$ cat src/rtl/cfg_cmd_defines.vh
// Constants of the configuration command unit: opcodes, field positions,
// parameter codes, default value codes and timing figures.
// Assumes a 100 MHz system clock.
`ifndef CFG_CMD_DEFINES_VH
`define CFG_CMD_DEFINES_VH

// ********************************************************************
// Command byte layout
// ********************************************************************
`define CMD_MSB          7
`define CMD_LSB          0
`define CMD_PAR_HI       6
`define CMD_PAR_LO       4
`define CMD_VAL_HI       3
`define CMD_VAL_LO       1
`define PAR_CODE_READ    3'h0
`define TERMINATE_CMD    8'hF1

// ********************************************************************
// Parameter codes
// ********************************************************************
`define PAR_SLEW         3'h1
`define PAR_PROG         3'h2
`define PAR_SPU          3'h3
`define PAR_WRITE_ONE_LOW_TIME_CODE         3'h4
`define PAR_DSO          3'h5
`define PAR_LOAD         3'h6
`define PAR_BAUD         3'h7

// ********************************************************************
// Default value codes
// ********************************************************************
`define DEF_SLEW         3'h0
`define DEF_PROG         3'h4
`define DEF_SPU          3'h4
`define DEF_WRITE_ONE_LOW_TIME_CODE         3'h0
`define DEF_DSO          3'h0
`define DEF_LOAD         3'h4
`define DEF_BAUD         3'h0

// ********************************************************************
// Special value codes and timing
// ********************************************************************
`define VAL_DYNAMIC      3'h6
`define VAL_INDEFINITE   3'h7
`define BAUD_INV_BIT     2
`define CLK_MHZ          11'h064
`define WRITE_ONE_LOW_TIME_CODE_BASE_US     5'h08
`define DSO_BASE_US      5'h03
`define OD_SLOT_US       5'h01
`define PROG_BASE_US     12'h020
`define DEF_W1_CYC       11'h320
`define DEF_SMP_CYC      11'h12C
`define DEF_PROG_US      12'h200
// Default pullup is 524 ms, five doublings above 16.4 ms
`define DEF_SPU_SHIFT    5'h05
`define SPU_BASE_US      16384
`define SPU_LAST_FINITE  3'h5
`define BAUD_DIV_9600    14'h28B1
`define BAUD_DIV_19200   14'h1458
`define BAUD_DIV_57600   14'h06C8
`define BAUD_DIV_115200  14'h0364

`endif

$ cat src/rtl/line_driver_config_command_unit.v
// Configuration command interpreter of a serial-to-bus line driver.
// Assumes a receiver presenting whole command bytes with a one-cycle strobe,
// and a transmitter that takes one response byte with a one-cycle strobe.
// Behaviour
// - Power-up or master reset loads the default value into every parameter.
// - Defaults: slew 000, prog 512 us, pullup 524 ms, load 3 mA, 9.6 kbps.
// - Seven parameters, each a 3-bit code selected by a 3-bit parameter code.
// - Config byte: bit 7 clear, bit 0 set, parameter bits 6-4, value 3-1.
// - Parameter field zero means read of parameter in bits 3-1; nothing changes.
// - Every configuration response byte has bit 0 cleared.
// - Write response echoes command bits 7 to 1.
// - Read response returns value code in bits 3-1, echoes bits 7-4.
// - Write-1 low time 8 to 15 us, applied at flexible speed only.
// - One code sets sample offset and write-0 recovery, 3 to 10 us.
// - Flexible speed with default parameters matches regular speed.
// - Programming pulse 32 to 2048 us doubling; code 111 is indefinite.
// - Strong pullup 16.4 to 1048 ms; 110 dynamic, 111 indefinite.
// - Load sensor enabled only for dynamic strong pullup duration.
// - Termination byte F1h in command mode ends an indefinite pulse.
// - In data mode no pulse can be terminated by command.
// - Baud codes map to 9.6, 19.2, 57.6, 115.2 kbps, repeating.
// - Baud codes 100 to 111 invert the receive line against the pin.
// - Response to a baud change goes out at the new rate.
// - Falling slew control only at flexible speed with non-default code.
`timescale 1ns/1ps
`include "cfg_cmd_defines.vh"

module line_driver_config_command_unit (
    input  wire        sys_clk,
    input  wire        sys_rst,
    input  wire        rx_valid,
    input  wire [7:0]  rx_byte,
    input  wire        command_mode,
    input  wire        flexible_speed,
    input  wire        overdrive_speed,
    input  wire        pulse_active,
    input  wire        polarity_select_pin,
    output reg         tx_valid_reg,
    output reg  [7:0]  tx_byte_reg,
    output reg  [13:0] tx_baud_div_reg,
    output reg  [13:0] rx_baud_div_reg,
    output reg         rxd_invert_reg,
    output reg         data_valid_reg,
    output reg  [7:0]  data_byte_reg,
    output reg         pulse_terminate_reg,
    output reg  [10:0] w1_low_cycles_reg,
    output reg  [10:0] sample_cycles_reg,
    output reg  [10:0] recovery_cycles_reg,
    output reg  [11:0] prog_us_reg,
    output reg         prog_indefinite_reg,
    output reg  [4:0]  spu_shift_reg,
    output reg         spu_dynamic_reg,
    output reg         spu_indefinite_reg,
    output reg         load_sensor_en_reg,
    output reg  [2:0]  load_code_reg,
    output reg         slew_ctrl_en_reg,
    output reg  [2:0]  slew_code_reg
);

    // ********************************************************************
    // States
    // ********************************************************************
    localparam [2:0] ST_IDLE  = 3'h1;
    localparam [2:0] ST_FETCH = 3'h2;
    localparam [2:0] ST_SEND  = 3'h4;

    reg  [2:0] state_reg;
    reg  [2:0] state_next;
    reg  [7:0] cmd_reg;
    reg        store_wr;
    wire [2:0] rd_val;
    wire [20:0] all_vals;

    function is_config;
        input [7:0] b;
        begin
            is_config = !b[`CMD_MSB] && b[`CMD_LSB];
        end
    endfunction

    wire cmd_hit   = rx_valid && command_mode;
    wire cfg_hit   = cmd_hit && is_config(rx_byte) && state_reg == ST_IDLE;
    wire is_read   = rx_byte[`CMD_PAR_HI:`CMD_PAR_LO] == `PAR_CODE_READ;
    wire [2:0] rd_sel = cmd_reg[`CMD_PAR_HI:`CMD_PAR_LO] == `PAR_CODE_READ ?
                        cmd_reg[`CMD_VAL_HI:`CMD_VAL_LO] : `PAR_CODE_READ;

    always @* begin
        store_wr = cfg_hit && !is_read;
    end

    cfg_param_store u_store (
        .sys_clk    (sys_clk),
        .sys_rst    (sys_rst),
        .wr_en      (store_wr),
        .wr_par     (rx_byte[`CMD_PAR_HI:`CMD_PAR_LO]),
        .wr_val     (rx_byte[`CMD_VAL_HI:`CMD_VAL_LO]),
        .rd_par     (rd_sel),
        .rd_val_reg (rd_val),
        .all_vals   (all_vals)
    );

    wire [10:0] w1_c;
    wire [10:0] smp_c;
    wire [10:0] rec_c;
    wire [11:0] prog_us;
    wire        prog_inf;
    wire [4:0]  spu_sh;
    wire        spu_dyn;
    wire        spu_inf;
    wire        slew_en;
    wire [2:0]  slew_c;
    wire [2:0]  load_c;
    wire [13:0] baud_div;
    wire        rx_inv;

    cfg_param_decode u_decode (
        .all_vals        (all_vals),
        .flexible_speed  (flexible_speed),
        .overdrive_speed (overdrive_speed),
        .w1_low_cycles   (w1_c),
        .sample_cycles   (smp_c),
        .recovery_cycles (rec_c),
        .prog_us         (prog_us),
        .prog_indefinite (prog_inf),
        .spu_shift       (spu_sh),
        .spu_dynamic     (spu_dyn),
        .spu_indefinite  (spu_inf),
        .slew_ctrl_en    (slew_en),
        .slew_code       (slew_c),
        .load_code       (load_c),
        .baud_div        (baud_div),
        .rxd_invert      (rx_inv)
    );

    // ********************************************************************
    // Sequencer: take byte, wait one cycle for stored value, send answer
    // ********************************************************************
    always @* begin
        case (state_reg)
            ST_IDLE:  state_next = cfg_hit ? ST_FETCH : ST_IDLE;
            ST_FETCH: state_next = ST_SEND;
            ST_SEND:  state_next = ST_IDLE;
            default:  state_next = ST_IDLE;
        endcase
    end

    always @(posedge sys_clk or posedge sys_rst) begin
        if (sys_rst) begin
            state_reg           <= ST_IDLE;
            cmd_reg             <= 8'h00;
            tx_valid_reg        <= 1'b0;
            tx_byte_reg         <= 8'h00;
            data_valid_reg      <= 1'b0;
            data_byte_reg       <= 8'h00;
            pulse_terminate_reg <= 1'b0;
        end else begin
            state_reg      <= state_next;
            tx_valid_reg   <= 1'b0;
            data_valid_reg <= 1'b0;
            if (cfg_hit) begin
                cmd_reg <= rx_byte;
            end
            // Data mode bytes pass through untouched
            if (rx_valid && !command_mode) begin
                data_valid_reg <= 1'b1;
                data_byte_reg  <= rx_byte;
            end
            // Only in command mode; data mode cannot stop a pulse
            pulse_terminate_reg <= cmd_hit && rx_byte == `TERMINATE_CMD &&
                                   pulse_active;
            if (state_reg == ST_SEND) begin
                // Baud register already updated, so answer uses new rate
                tx_valid_reg <= 1'b1;
                if (cmd_reg[`CMD_PAR_HI:`CMD_PAR_LO] == `PAR_CODE_READ) begin
                    tx_byte_reg <= {cmd_reg[7:4], rd_val, 1'b0};
                end else begin
                    tx_byte_reg <= {cmd_reg[7:1], 1'b0};
                end
            end
        end
    end

    // ********************************************************************
    // Registered settings for the waveform, pulse and serial logic
    // ********************************************************************
    always @(posedge sys_clk or posedge sys_rst) begin
        if (sys_rst) begin
            tx_baud_div_reg     <= `BAUD_DIV_9600;
            rx_baud_div_reg     <= `BAUD_DIV_9600;
            rxd_invert_reg      <= 1'b0;
            w1_low_cycles_reg   <= `DEF_W1_CYC;
            sample_cycles_reg   <= `DEF_SMP_CYC;
            recovery_cycles_reg <= `DEF_SMP_CYC;
            prog_us_reg         <= `DEF_PROG_US;
            prog_indefinite_reg <= 1'b0;
            spu_shift_reg       <= `DEF_SPU_SHIFT;
            spu_dynamic_reg     <= 1'b0;
            spu_indefinite_reg  <= 1'b0;
            load_sensor_en_reg  <= 1'b0;
            load_code_reg       <= `DEF_LOAD;
            slew_ctrl_en_reg    <= 1'b0;
            slew_code_reg       <= `DEF_SLEW;
        end else begin
            tx_baud_div_reg     <= baud_div;
            rx_baud_div_reg     <= baud_div;
            rxd_invert_reg      <= polarity_select_pin ^ rx_inv;
            w1_low_cycles_reg   <= w1_c;
            sample_cycles_reg   <= smp_c;
            recovery_cycles_reg <= rec_c;
            prog_us_reg         <= prog_us;
            prog_indefinite_reg <= prog_inf;
            spu_shift_reg       <= spu_sh;
            spu_dynamic_reg     <= spu_dyn;
            spu_indefinite_reg  <= spu_inf;
            load_sensor_en_reg  <= spu_dyn;
            load_code_reg       <= load_c;
            slew_ctrl_en_reg    <= slew_en;
            slew_code_reg       <= slew_c;
        end
    end

endmodule // line_driver_config_command_unit

$ cat src/rtl/cfg_param_store.v
// Seven 3-bit configuration parameter value codes with hard-wired defaults.
// Assumes one write strobe per accepted command; read data is registered.
`timescale 1ns/1ps
`include "cfg_cmd_defines.vh"

module cfg_param_store (
    input  wire       sys_clk,
    input  wire       sys_rst,
    input  wire       wr_en,
    input  wire [2:0] wr_par,
    input  wire [2:0] wr_val,
    input  wire [2:0] rd_par,
    output reg  [2:0] rd_val_reg,
    output wire [20:0] all_vals
);

    reg [2:0] mem_reg [1:7];
    integer i;

    function [2:0] default_of;
        input [2:0] par;
        begin
            case (par)
                `PAR_SLEW: default_of = `DEF_SLEW;
                `PAR_PROG: default_of = `DEF_PROG;
                `PAR_SPU:  default_of = `DEF_SPU;
                `PAR_WRITE_ONE_LOW_TIME_CODE: default_of = `DEF_WRITE_ONE_LOW_TIME_CODE;
                `PAR_DSO:  default_of = `DEF_DSO;
                `PAR_LOAD: default_of = `DEF_LOAD;
                default:   default_of = `DEF_BAUD;
            endcase
        end
    endfunction

    // ********************************************************************
    // Storage
    // ********************************************************************
    always @(posedge sys_clk or posedge sys_rst) begin
        if (sys_rst) begin
            for (i = 1; i < 8; i = i + 1) begin
                mem_reg[i] <= default_of(i[2:0]);
            end
            rd_val_reg <= 3'h0;
        end else begin
            if (wr_en && wr_par != `PAR_CODE_READ) begin
                mem_reg[wr_par] <= wr_val;
            end
            if (rd_par == `PAR_CODE_READ) begin
                rd_val_reg <= 3'h0;
            end else if (wr_en && wr_par == rd_par) begin
                rd_val_reg <= wr_val;
            end else begin
                rd_val_reg <= mem_reg[rd_par];
            end
        end
    end

    assign all_vals = {mem_reg[7], mem_reg[6], mem_reg[5], mem_reg[4],
                       mem_reg[3], mem_reg[2], mem_reg[1]};

endmodule // cfg_param_store

$ cat src/rtl/cfg_param_decode.v
// Translates stored value codes into the settings the waveform, pulse and
// serial logic consume. Purely combinational; the top registers the outputs.
`timescale 1ns/1ps
`include "cfg_cmd_defines.vh"

module cfg_param_decode (
    input  wire [20:0] all_vals,
    input  wire        flexible_speed,
    input  wire        overdrive_speed,
    output wire [10:0] w1_low_cycles,
    output wire [10:0] sample_cycles,
    output wire [10:0] recovery_cycles,
    output wire [11:0] prog_us,
    output wire        prog_indefinite,
    output wire [4:0]  spu_shift,
    output wire        spu_dynamic,
    output wire        spu_indefinite,
    output wire        slew_ctrl_en,
    output wire [2:0]  slew_code,
    output wire [2:0]  load_code,
    output wire [13:0] baud_div,
    output wire        rxd_invert
);

    wire [2:0] slew = all_vals[2:0];
    wire [2:0] prog = all_vals[5:3];
    wire [2:0] spu  = all_vals[8:6];
    wire [2:0] write_one_low_time_code = all_vals[11:9];
    wire [2:0] dso  = all_vals[14:12];
    wire [2:0] load = all_vals[17:15];
    wire [2:0] baud = all_vals[20:18];

    // Microseconds to clock cycles
    function [10:0] us_to_cyc;
        input [4:0] us;
        begin
            us_to_cyc = {6'h00, us} * `CLK_MHZ;
        end
    endfunction

    // Defaults give 8 us and 3 us, same as regular speed
    assign w1_low_cycles = overdrive_speed ? us_to_cyc(`OD_SLOT_US) :
        flexible_speed ? us_to_cyc(`WRITE_ONE_LOW_TIME_CODE_BASE_US + {2'b00, write_one_low_time_code}) :
        us_to_cyc(`WRITE_ONE_LOW_TIME_CODE_BASE_US);
    assign sample_cycles = overdrive_speed ? us_to_cyc(`OD_SLOT_US) :
        flexible_speed ? us_to_cyc(`DSO_BASE_US + {2'b00, dso}) :
        us_to_cyc(`DSO_BASE_US);
    assign recovery_cycles = (flexible_speed && !overdrive_speed) ?
        us_to_cyc(`DSO_BASE_US + {2'b00, dso}) : us_to_cyc(`DSO_BASE_US);

    assign prog_us = `PROG_BASE_US << prog;
    assign prog_indefinite = (prog == `VAL_INDEFINITE);
    // Doublings above 16.4 ms; the step from code 0 to 1 is two doublings
    assign spu_shift = {2'b00, spu} + {4'h0, spu != `DEF_SLEW};
    assign spu_dynamic = (spu == `VAL_DYNAMIC);
    assign spu_indefinite = (spu == `VAL_INDEFINITE);
    assign slew_ctrl_en = flexible_speed && (slew != `DEF_SLEW);
    assign slew_code = slew;
    assign load_code = load;
    assign baud_div = (baud[1:0] == 2'h0) ? `BAUD_DIV_9600 :
                      (baud[1:0] == 2'h1) ? `BAUD_DIV_19200 :
                      (baud[1:0] == 2'h2) ? `BAUD_DIV_57600 :
                      `BAUD_DIV_115200;
    assign rxd_invert = baud[`BAUD_INV_BIT];

endmodule // cfg_param_decode

$ cat config.mk
export PLATFORM = sky130hd
export DESIGN_NAME = line_driver_config_command_unit
export DESIGN_NICKNAME = d
export VERILOG_FILES = /design/src/rtl/line_driver_config_command_unit.v /design/src/rtl/cfg_param_store.v /design/src/rtl/cfg_param_decode.v
export VERILOG_INCLUDE_DIRS = /design/src /design/src/rtl
export SDC_FILE = /design/constraint.sdc
export NUM_CORES = 1
export LEC_CHECK = 0
export ABC_CLOCK_PERIOD_IN_PS = 9400
export BUFFER_PORTS_ARGS = -buffer_cell sky130_fd_sc_hd__buf_2
export CORE_MARGIN = 4
export CORE_UTILIZATION = 45
export CTS_CLUSTER_SIZE = 28
export DETAILED_ROUTE_END_ITERATION = 16
export PLACE_DENSITY = 0.65
export SYNTH_ARGS = -nofsm -noshare
export SYNTH_HDL_FRONTEND = slang
export SYNTH_SLANG_ARGS = --single-unit
$ cat constraint.sdc
create_clock -name sys_clk -period 9.4 [get_ports sys_clk]
set_input_delay 0.47 -clock sys_clk [delete_from_list [all_inputs] [get_ports sys_clk]]
set_output_delay 0.47 -clock sys_clk [all_outputs]
set_load 0.01 [all_outputs]
== Yosys cells after proc, flatten, opt, wreduce, memory -nomap -nowiden ==
Cells that the tools add are included.
Word-level totals
  word-level logic and storage cells: 96
  bits in registers: 129
  bits of input ports: 16
Operators by class
  $lt $le $gt $ge: 3
  add/subtract/negate cells: 3
  reductions and logical operators: 24
  multiply operators: 2
  eq/ne operators: 10
  bitwise gates (word level): 3
  mux-type cells: 22
  shift operators: 1
Operators with widths (count)
  11-bit 2-to-1 mux: 6
  14-bit 2-to-1 mux: 2
  21-bit bitwise mux: 1
  5-bit by 5-bit multiplier with 9-bit output (second input constant): 2
  3-bit 2-to-1 mux: 6
  1-bit logical AND: 13
  3-bit == test (second input constant): 4
  6-bit by 3-bit left shift with 12-bit output (first input constant): 1
  3-bit binary-select mux with 3-bit select: 1
  3-bit demux with 3-bit select: 1
  3-bit logical NOT: 3
  3-bit nonzero test: 3
  8-bit == test (second input constant): 1
  4-bit greater-or-equal comparator (second input constant): 2
  3-bit NOT with 4-bit output: 2
  3-bit case mux with 2 select lines: 1
  4-bit by 3-bit adder with 5-bit output (first input constant): 1
  2-bit by 3-bit adder with 4-bit output (first input constant): 1
  3-bit by 1-bit adder with 4-bit output: 1
  1-bit logical NOT: 4
  4-bit by 1-bit < comparator with 1-bit output (second input constant): 1
  4-bit 2-to-1 mux: 1
  3-bit by 1-bit == test with 1-bit output (second input constant): 1
  3-bit by 2-bit == test with 1-bit output (second input constant): 1
  7 further kinds: 8

== Depth between registers and ports, before layout ==
Gate-level depths: netlist (run 1).
  depth after elaboration: 8
  gate-level depth with buffers: 11
  gate-level depth less buffers: 10

== Hierarchy ==
Synthesis (run 1) repeated with hierarchy kept, for this count alone.
Unflattened totals
  cell total of the unflattened synthesis: 395
  area total of the unflattened synthesis: 5311.3 um^2
Modules (own cells, without submodules)
  line_driver_config_command_unit: cells an instance 172, sequential area each 2605.0 um^2, area each 3161.8 um^2, times used 1
  cfg_param_store: cells an instance 92, sequential area each 604.3 um^2, area each 1206.2 um^2, times used 1
  cfg_param_decode: cells an instance 131, sequential area each 0.0 um^2, area each 943.4 um^2, times used 1

== Least setup slack after synthesis (run 1) ==
Ideal clock, no wire load.
  path kind: in2reg
  start: input rx_byte[7]
  end: register u_store.mem_reg, in the netlist u_store.all_vals[10]
  required time: 9275 ps
  setup slack: 7647 ps
  arrival: 1628 ps
  stages: 5
  path buffers: 1
  cell sequence: nor4b_2 -> nand2b_1 -> buf_6 -> nor4b_4 -> mux2_2
Between the ends
  word-level cells in the longest chain between the ends: 6
RTL lines
  from (decl): RTL line line_driver_config_command_unit.v:32  | input wire [7:0] rx_byte,
  1-bit logical NOT: RTL line line_driver_config_command_unit.v:77  | is_config = !b[`CMD_MSB] && b[`CMD_LSB];
  1-bit logical AND: RTL line line_driver_config_command_unit.v:77
  1-bit logical AND (2 in a row): RTL line line_driver_config_command_unit.v:82  | wire cfg_hit = cmd_hit && is_config(rx_byte) && state_reg == ST_IDLE;
  1-bit logical AND: RTL line line_driver_config_command_unit.v:88  | store_wr = cfg_hit && !is_read;
  1-bit logical AND (no line)
  to (signal, indexed assignment): RTL line cfg_param_store.v:41  | mem_reg[i] <= default_of(i[2:0]);
  to (signal, indexed assignment): RTL line cfg_param_store.v:46  | mem_reg[wr_par] <= wr_val;
  to (decl): RTL line cfg_param_store.v:17  | reg [2:0] mem_reg [1:7];
No other way between the ends.
A chain may end at the register's enable or synchronous reset.

== Final worst setup path (run 1) ==
  start: register u_store.mem_reg, in the netlist u_store.all_vals[12]
  end: register sample_cycles_reg[10]
Between the ends
  word-level cells in the longest chain between the ends: 4
RTL lines
  2-bit by 3-bit adder with 4-bit output (no line)
  5-bit by 5-bit multiplier with 9-bit output (no line)
  11-bit 2-to-1 mux: RTL line cfg_param_decode.v:46  | flexible_speed ? us_to_cyc(`DSO_BASE_US + {2'b00, dso}) :
  11-bit 2-to-1 mux: RTL line cfg_param_decode.v:45  | assign sample_cycles = overdrive_speed ? us_to_cyc(`OD_SLOT_US) :
  net smp_c[10]: RTL line line_driver_config_command_unit.v:103  | wire [10:0] smp_c;
  to (signal assigned): RTL line line_driver_config_command_unit.v:192  | sample_cycles_reg <= `DEF_SMP_CYC;
  to (signal assigned): RTL line line_driver_config_command_unit.v:208  | sample_cycles_reg <= smp_c;
  to (decl): RTL line line_driver_config_command_unit.v:47  | output reg [10:0] sample_cycles_reg,
The timed path passes the listed nets, and every way through them passes these cells.

==> results by group, run 1 <==
Die
  – Die W: roughly 110 um
  – Die area: 12,700 sq um
  – I/O pin cnt: 125
  – Total core area: 10,500 sq um
  – Core Rows: 37
  – Starting Density: a little under half
  – Die height: 113 um

Critical path
  – Register-to-Register Setup Slack: 6.75 ns
  – Setup crit end kind: register
  – CP bufs+invs: 2
  – Critical setup path kind: reg2reg
  – Crit-path cells: inv_1 -> ha_1 -> xor2_1 -> inv_1 -> ha_1 -> fa_1 -> a21oi_1 -> xor2_1 -> nor2_1
  – Crit-path max cell delay: 0.48 ns
  – Critical-path maximum fanout: 7
  – Arrival time worst endpoint: 2.90 ns
  – Critical path startpoint category: register
  – Crit path max-delay family: adder cells
  – R2r worst-path depth: 9
  – CP Depth: 9
  – Slowest-stage cell, CP: dfrtp_1
  – CP required: 9.65 ns

Synthesis
  – Netlist cell types: 46
  – Seq/Total Area, Yosys: 56.5%
  – Netlist Area Pre-Place: 4930 sq um
  – Combinational family with the most area after synthesis: simple AND/OR/NAND/NOR gates
  – Post-synth top flop: dfrtp_1
  – Number of synthesized flops with an enable pin: 0
  – Synth Warn #: 0
  – Mean post-synth cell area: between 10 and 15 sq um
  – Top-area cell type share of the netlist area: between 40% and 50%
  – Synth Register Bits: 110
  – Synth Area in XOR/XNOR: 2.31%
  – Yosys top cell by area: dfrtp_1
  – Area contributors post-synth: dfrtp_1 (44%), dfstp_2 (12%), mux2_2 (8.2%)
  – Compound-Gate Fraction of Synth Area: 3.51%
  – Synthesized-area fraction occupied by adder cells: 6.76%
  – Post-Synth Simple-Gate Area: roughly an eighth
  – Ys async rst share: 100%
  – Mapped Cells: 390
  – Mux cell area share after synthesis: 10.5%

Clock tree
  – CTS sink count: 110
  – # H-tree levels: 3
  – TritonCTS clock tree: built
  – Hold-fix buffers at CTS: 0
  – Clk buf depth: 2
  – PostCTS Resize Cnt: 0
  – Num CTS Buffers: 9
  – Worst-path clk slew: 0.11 ns
  – Post-CTS Repair Setup Buffers: 0
  – Later-pin clock latency in the skew report: 0.36 ns
  – Root Buffer: clkbuf_8

Global routing
  – First-pass GRT wire length: 15.1 mm
  – Initial antenna violation count: 0
  – Largest net degree at the start of global routing: 85
  – GRT overflow: 0
  – Total track usage: 14.7%
  – Vias in the first global route: approximately 3k

STA
  – Final setup viols: 0
  – Fin crit share: between 20% and 30%
  – Worst Max-Slew Pin Slew: 1.02 ns
  – Final hold viol count: 0
  – Clock period minus worst slack: about 2.6 ns
  – Hold Slack: around 0.065 ns
  – Final Max Tran Viols: 0
  – Final TNS setup: 0 ns
  – Clk_skew: 0.0132 ns
  – RSZ-0062 raised after global routing: no
  – Rel. slew slack: 32.3%
  – FMAX: 377 MHz

Run
  – # Max-Cap Violations: 0

Pwr
  – Combinational share of power: 23.1%
  – VDD IR max: 0.000123 V
  – Switch Pwr: 341 uW
  – Clock share of power: 23.4%
  – Sw Share: a little under a third
  – LEAKAGE: 2.86 nW
  – Seq pwr share: 53.4%
  – Pwr/cell area: around 200 nW/um^2
  – Cell internal pwr: 758 uW

Detailed routing
  – Vias per cell: 4.87
  – Post-route DRC: 0
  – Final antenna-violating net count: 0
  – Drt pass-1 iters: 4
  – Drt initial violations: 146
  – DR WL/cell: between 15 and 20 um
  – Via count: 2,979
  – Final WL: 9.30 mm

Layout
  – Commonest non-fill, non-tap cell in the layout: buf_2
  – Utilization after layout: 52.7%
  – Proportion of layout cells with a drive suffix above 1: 42.4%
  – Most frequent cells in the layout: buf_2 (109), dfrtp_1 (87), mux2_2 (36)
  – Nets@finish: 513
  – Synthesis-to-finish area growth: 12.3%
  – Antenna cells: 0
  – Max reg flops: 21
  – Final std cell area, no fill: 5530 sq um

Placement
  – Placed cell area: approximately 5400 sq um
  – Gp weighted congestion: 0.745
  – Port Buf Inserts: 109
  – Hpwl dp: 6.65 mm

Hold path
  – Worst hold path type: in2async

Outcome
  – Status: finished, final reports clean
-- area by class of cell --
| class | count | area (sq um) |
|---|---|---|
| multi-input cells | 219 | 1770 |
| fillers | 945 | 4970 |
| inverters | 20 | 77.6 |
| repair buffers | 111 | 561 |
| flip-flops and latches | 110 | 2780 |
| clock buffers | 11 | 131 |
| well taps | 136 | 170 |
| clock inverters | 5 | 42.5 |
-- cell usage after synthesis, types with 4 or more instances --
| cell type | number |
|---|---|
| and2_1 | 8 |
| nor2_1 | 16 |
| dfstp_2 | 23 |
| buf_2 | 5 |
| xor2_1 | 6 |
| nor3_1 | 5 |
| mux2_2 | 36 |
| ha_1 | 25 |
| nand2b_1 | 4 |
| inv_1 | 19 |
| a31oi_1 | 4 |
| dfrtp_1 | 87 |
| nor3b_1 | 6 |
| clkbuf_1 | 15 |
| nand2_1 | 29 |
| nor2b_1 | 5 |
| and3_1 | 4 |
| xnor2_1 | 7 |
| a21oi_1 | 7 |
| buf_4 | 33 |
-- per-stage QoR --
stage	cells	setup slack [ns]	power, mW
after floorplan	404	6.07	0.783
after global placement	596	6.91	0.845
after detailed placement	596	6.76	0.855
after CTS	612	6.75	1.12
after global routing	612	6.46	1.17
final	612	6.75	1.10
-- per-layer routing --
layer  track usage (%)  vias to the layer above  share of wire (%)
met5                 0                        -                  0
met4              2.80                        0               0.82
met3              4.10                        8                6.4
met2              24.4                       96                 49
met1              19.5                     1474                 44
li1                  -                     1401                  -
-- kinds of logic (layout without fill, tap and decap cells) --
logic type | count (synthesis) | count (layout)
muxes | 43 | 43
buffers and inverters | 75 | 147
xor gates and xnor gates | 13 | 13
AOI/OAI and AO/OA | 25 | 25
DFF | 110 | 110
adders and majority gates | 26 | 26
other | 1 | 15
and+or+nand+nor | 97 | 97
-- power by group through the flow --
stage / Sequential, mW / Clock [mW] / Combinational (mW)
2_1_floorplan: 0.600 / 0 / 0.183
5_1_grt: 0.597 / 0.291 / 0.284
6_report: 0.587 / 0.258 / 0.254
3_5_place_dp: 0.597 / 0 / 0.257
3_3_place_gp: 0.594 / 0 / 0.251
4_1_cts: 0.588 / 0.268 / 0.259
-- path summary, 6_finish.rpt --
path | from | to
max | u_store.all_vals[12]$_DFFE_PP0P_ | sample_cycles_reg[10]$_DFF_PP0_
min | sys_rst | w1_low_cycles_reg[6]$_DFF_PP0_
max reg2reg | u_store.all_vals[12]$_DFFE_PP0P_ | sample_cycles_reg[10]$_DFF_PP0_
min reg2reg | u_store.all_vals[17]$_DFFE_PP1P_ | load_code_reg[2]$_DFF_PP1_
max in group asynchronous | sys_rst | u_store.rd_val_reg[0]$_DFF_PP0_
min in group sys_clk | polarity_select_pin | rxd_invert_reg$_DFF_PP0_
(Power assumes the default switching activity.)
==> run 2, diff against run 1 <==
--- a/config.mk
+++ b/config.mk
@@ -6,7 +6,7 @@
 export SDC_FILE = /design/constraint.sdc
 export NUM_CORES = 1
 export LEC_CHECK = 0
-export ABC_CLOCK_PERIOD_IN_PS = 9400
+export ABC_CLOCK_PERIOD_IN_PS = 2800
 export BUFFER_PORTS_ARGS = -buffer_cell sky130_fd_sc_hd__buf_2
 export CORE_MARGIN = 4
 export CORE_UTILIZATION = 45
==> constraint.sdc (replaced) <==
create_clock -name sys_clk -period 2.8 [get_ports sys_clk]
set_input_delay 0.14 -clock sys_clk [delete_from_list [all_inputs] [get_ports sys_clk]]
set_output_delay 0.14 -clock sys_clk [all_outputs]
set_load 0.01 [all_outputs]
==> results by group, run 2 (same netlist as run 1, synthesis figures left out) <==
Outcome
  – Status: finished, final reports clean

Global routing
  – Largest net degree at the start of global routing: 94
  – Initial antenna violation count: 0
  – First-pass GRT wire length: 15.4 mm
  – Vias in the first global route: between 3k and 4k
  – Total track usage: 15.2%
  – GRT overflow: 0

Layout
  – Synthesis-to-finish area growth: 14.3%
  – Fill count: 898
  – Proportion of layout cells with a drive suffix above 1: a little over two fifths
  – Most frequent cells in the layout: buf_2 (109), dfrtp_1 (87), mux2_2 (36)
  – Nets@finish: 518
  – Max reg flops: 21
  – Commonest non-fill, non-tap cell in the layout: buf_2
  – Antenna cells: 0
  – Final non-filler cell total: about 620

Detailed routing
  – Drt pass-1 iters: 4
  – Final WL: 9.39 mm
  – Drt initial violations: 163
  – Via count: 3,005
  – DR WL/cell: 15.2 um
  – Final antenna-violating net count: 0
  – Vias per cell: 4.87
  – Post-route DRC: 0

Placement
  – Gp weighted congestion: 0.731
  – Port Buf Inserts: 109
  – Placed cell count: 597
  – Hpwl dp: roughly 6.7 mm
  – Pre-CTS setup slack: 0.294 ns

Critical path
  – Critical setup path kind: reg2reg
  – Setup crit end kind: register
  – Critical path startpoint category: register
  – CP required: 3.05 ns
  – Arrival time worst endpoint: between 2 and 3 ns
  – Critical-path maximum fanout: 5

Clock tree
  – TritonCTS clock tree: built
  – CTS sink count: 110
  – Clk buf depth: 2
  – Root Buffer: clkbuf_8
  – Num CTS Buffers: 9
  – PostCTS Resize Cnt: 0
  – Worst-path clk slew: roughly 0.10 ns
  – Later-pin clock latency in the skew report: ~0.37 ns
  – # H-tree levels: 3

STA
  – RSZ-0062 raised after global routing: no
  – Final Max Tran Viols: 0
  – Clk_skew: roughly 0.016 ns
  – Hold Slack: around 0.027 ns
  – Worst Max-Slew Pin Slew: 0.651 ns
  – Final TNS setup: 0 ns
  – Final hold viol count: 0
  – Fin crit share: 89.7%
  – Rel. slew slack: 56.5%
  – Clock period minus worst slack: 2.51 ns
  – FMAX: 398 MHz
  – Final setup viols: 0
  – Setup WS post-layout: 0.287 ns

Die
  – Die W: 113 um
  – Core Rows: 37
  – Die height: 113 um
  – I/O pin cnt: 125
  – Starting Density: 46.9%
  – Die area: between 10,000 and 15,000 sq um
  – Total core area: about 11,000 sq um

Pwr
  – VDD IR max: 0.000271 V
  – Pwr/cell area: ~680 nW/um^2
  – LEAKAGE: 2.91 nW

Hold path
  – Worst hold path type: in2reg

Run
  – # Max-Cap Violations: 0
## run 2: cell count changes in the layout (fill, tap and decap cells not counted), sizes merged
cell,previous run,this run
buf,111,112
bufinv,0,1
clkinv,1,4
dlygate4sd3,0,4
inv,23,19
## run 2: through the flow
stage               area [sq um]  power [mW]  util (%)
finish                      5630        3.82      53.6
global route                5630        4.06      53.6
CTS                         5630        3.88      53.6
detailed placement          5380        2.88      51.2
global placement            5380        2.84      51.2
floorplan                   4980        2.63         -
## run 2: repair_timing
item | in CTS | in global routing
hold buffers | 4 | 0
buffers inserted | 0 | 0
hold endpoints to repair | 18 | 0
## run 2: cell type report
cell class | count | area (sq um) | share of cell area, %
Inverter | 20 | 78.8 | 1.40
Multi-Input combinational cell | 219 | 1770 | 31.4
Tap cell | 136 | 170 | 3.02
Clock buffer | 11 | 151 | 2.69
Sequential cell | 110 | 2780 | 49.4
Clock inverter | 5 | 57.6 | 1.02
Timing Repair Buffer | 116 | 621 | 11.0
## run 2: critical path, cell delays in order (launching register included)
cell	delay [ns]
dfrtp_1	0.39
inv_1	0.09
ha_1	0.25
xor2_1	0.36
inv_1	0.08
ha_1	0.35
fa_1	0.45
a21oi_1	0.18
xor2_1	0.19
nor2_1	0.06
## run 2: layer usage
layer | vias to the layer above | track usage [%] | part of all wire, %
met4 | 0 | 6.65 | 1.8
met5 | - | 0 | 0
met1 | 1474 | 19.6 | 42
met2 | 102 | 24.8 | 49
met3 | 13 | 3.29 | 7.0
li1 | 1416 | - | -
## run 2: worst paths after layout
path / slack [ns] / startpoint / endpoint / cells past startpoint
worst max-delay path: 0.29 / u_store.all_vals[12]$_DFFE_PP0P_ / recovery_cycles_reg[10]$_DFF_PP0_ / 9
worst max register to register: 0.29 / u_store.all_vals[12]$_DFFE_PP0P_ / recovery_cycles_reg[10]$_DFF_PP0_ / 9
worst min-delay path: 0.03 / rx_byte[0] / data_byte_reg[0]$_DFFE_PP0P_ / 2
max in group asynchronous: 1.70 / sys_rst / u_store.all_vals[5]$_DFFE_PP1P_ / 4
min in group asynchronous: 0.31 / sys_rst / rx_baud_div_reg[6]$_DFF_PP0_ / 3
worst min register to register: 0.38 / u_store.all_vals[17]$_DFFE_PP1P_ / load_code_reg[2]$_DFF_PP1_ / 0
## run 2: where the power goes
part / leakage, nW / switching, mW / internal, mW / total [mW]
clock network: 0.109 / 0.525 / 0.463 / 0.988
registers: 1.39 / 0.151 / 1.82 / 1.97
logic: 1.41 / 0.463 / 0.399 / 0.862
==> run 3, diff against run 2 <==
--- a/config.mk
+++ b/config.mk
@@ -8,11 +8,14 @@
 export LEC_CHECK = 0
 export ABC_CLOCK_PERIOD_IN_PS = 2800
 export BUFFER_PORTS_ARGS = -buffer_cell sky130_fd_sc_hd__buf_2
+export CELL_PAD_IN_SITES_DETAIL_PLACEMENT = 1
+export CELL_PAD_IN_SITES_GLOBAL_PLACEMENT = 1
 export CORE_MARGIN = 4
-export CORE_UTILIZATION = 45
+export CORE_UTILIZATION = 42
 export CTS_CLUSTER_SIZE = 28
 export DETAILED_ROUTE_END_ITERATION = 16
-export PLACE_DENSITY = 0.65
+export HOLD_SLACK_MARGIN = 0.05
+export PLACE_DENSITY = 0.76
 export SYNTH_ARGS = -nofsm -noshare
 export SYNTH_HDL_FRONTEND = slang
 export SYNTH_SLANG_ARGS = --single-unit
==> results by group, run 3 (same netlist as run 1, synthesis figures left out) <==
Global routing
  – GRT overflow: 0
  – Largest net degree at the start of global routing: 111
  – Vias in the first global route: 3,322
  – Total track usage: between 10% and 20%
  – Initial antenna violation count: 0
  – First-pass GRT wire length: approximately 17 mm

Detailed routing
  – Drt initial violations: 169
  – Via count: approximately 3.1k
  – Drt pass-1 iters: 5
  – Vias per cell: about 5
  – Final WL: around 11 mm
  – Post-route DRC: 0
  – Final antenna-violating net count: 0
  – DR WL/cell: ~17 um

Critical path
  – Critical setup path kind: reg2reg
  – Arrival time worst endpoint: between 2 and 3 ns
  – Reg2Reg Launch Point: u_store.all_vals[13]$_DFFE_PP0P_
  – R2r endpoint: recovery_cycles_reg[10]$_DFF_PP0_
  – Critical-path maximum fanout: 5
  – Register-to-Register Setup Slack: about 0.26 ns
  – R2r worst-path depth: 9
  – CP required: between 3 and 4 ns
  – Critical path startpoint category: register
  – Setup crit end kind: register

STA
  – Worst Max-Slew Pin Slew: about 0.78 ns
  – FMAX: 394 MHz
  – Final TNS setup: 0 ns
  – Fin crit share: about 90%
  – Clock period minus worst slack: 2.54 ns
  – Hold Slack: between 0.08 and 0.09 ns
  – Final setup viols: 0
  – Clk_skew: just over 0.009 ns
  – RSZ-0062 raised after global routing: no
  – Final hold viol count: 0
  – Rel. slew slack: a little under 50%
  – Final Max Tran Viols: 0

Outcome
  – Status: finished, final reports clean

Pwr
  – Switch Pwr: between 1 and 1.5 mW
  – Pwr/cell area: 718 nW/um^2
  – Cell internal pwr: 2.91 mW
  – Seq pwr share: 47.9%
  – Clock share of power: 30.4%
  – Sw Share: 29.5%
  – Combinational share of power: between 20 and 25%
  – LEAKAGE: about 3 nW
  – VDD IR max: approximately 0.00034 V

Die
  – Total core area: 11,500 sq um
  – Die area: 13,500 sq um
  – Die height: approximately 120 um
  – I/O pin cnt: roughly 130
  – Starting Density: a little over two fifths
  – Die W: 116 um
  – Core Rows: 39

Layout
  – Most frequent cells in the layout: buf_2 (109), dfrtp_1 (87), mux2_2 (36)
  – Antenna cells: 0
  – Utilization after layout: 50.1%
  – Proportion of layout cells with a drive suffix above 1: 42.5%
  – Max reg flops: 21
  – Nets@finish: 519
  – Synthesis-to-finish area growth: 16.6%
  – Commonest non-fill, non-tap cell in the layout: buf_2

Clock tree
  – Num CTS Buffers: 9
  – # H-tree levels: 3
  – Worst-path clk slew: 0.08 ns
  – CTS sink count: 110
  – TritonCTS clock tree: built
  – Root Buffer: clkbuf_16
  – Clk buf depth: 2
  – Post-CTS Repair Setup Buffers: 0
  – Later-pin clock latency in the skew report: approximately 0.34 ns

Hold path
  – Hold EP: data_byte_reg[7]$_DFFE_PP0P_
  – Worst hold path type: in2reg
  – Min-delay src: rx_byte[7]
  – WHS Path Cells: 2

Placement
  – Hpwl dp: around 7.4 mm
  – Gp weighted congestion: 0.771
  – Port Buf Inserts: approximately 110

Run
  – # Max-Cap Violations: 0
[run 3: changes by cell type in the layout (fill, tap and decap cells not counted), sizes merged]
cell / previous run / this run
clkbuf: 11 / 13
bufinv: 1 / 0
inv: 19 / 20
dlygate4sd3: 4 / 5
clkinv: 4 / 2
[run 3: critical path, cell delays in order, from the launching register on]
cell and delay (ns):
dfrtp_1 0.41, inv_1 0.07, ha_1 0.27, xor2_2 0.28, inv_1 0.09, ha_1 0.35
fa_1 0.46, a21oi_1 0.21, xor2_1 0.21, nor2_1 0.07
[run 3: area by class of cell]
class / instances / area, sq um
Fill cell: 1233 / 5720
Timing Repair Buffer: 117 / 631
Inverter: 20 / 78.8
Clock inverter: 3 / 26.3
Tap cell: 143 / 179
Clock buffer: 13 / 270
Sequential cell: 110 / 2780
Multi-Input combinational cell: 219 / 1780
[run 3: how the worst max path moves through the flow]
stage / depth (start not counted) / startpoint / end / slack [ns]
after floorplan: 10 / u_store.all_vals[12]$_DFFE_PP0P_ / recovery_cycles_reg[10]$_DFF_PP0_ / 0.31
after global placement: 9 / u_store.all_vals[13]$_DFFE_PP0P_ / recovery_cycles_reg[10]$_DFF_PP0_ / 0.41
after CTS: 9 / u_store.all_vals[13]$_DFFE_PP0P_ / recovery_cycles_reg[10]$_DFF_PP0_ / 0.13
after global routing: 9 / u_store.all_vals[13]$_DFFE_PP0P_ / recovery_cycles_reg[10]$_DFF_PP0_ / 0.1
after detailed placement: 9 / u_store.all_vals[13]$_DFFE_PP0P_ / recovery_cycles_reg[10]$_DFF_PP0_ / 0.20
final: 9 / u_store.all_vals[13]$_DFFE_PP0P_ / recovery_cycles_reg[10]$_DFF_PP0_ / 0.26
[run 3: power groups by stage]
stage	Combinational, mW	Sequential, mW	Clock, mW
after floorplan	0.613	2.02	0
after global placement	0.846	2.00	0
after detailed placement	0.890	2.01	0
after CTS	0.909	1.98	1.28
after global routing	1.00	2.01	1.36
final	0.895	1.98	1.25
[run 3: routing by layer]
layer	vias up	share of wire (%)	global-route usage [%]
li1	1421	-	-
met1	1590	41	20.8
met2	102	52	28.7
met3	13	5.7	2.38
met4	0	1.5	5.65
met5	-	0	0
[run 3: through the flow]
stage | total power [mW] | worst slack [ns] | instance area (sq um) | instances
after detailed placement | 2.90 | 0.198 | 5390 | 604
after floorplan | 2.63 | 0.315 | 4980 | 404
after global routing | 4.37 | 0.0971 | 5740 | 625
final | 4.13 | 0.262 | 5740 | 625
after CTS | 4.17 | 0.129 | 5740 | 625
after global placement | 2.84 | 0.410 | 5390 | 604
[run 3: what timing repair did]
action / in CTS / in global routing
gates resized for setup: 0 / 1
hold buffers: 5 / 0
endpoints found under the setup margin: 0 / 2
hold endpoints to repair: 92 / 0
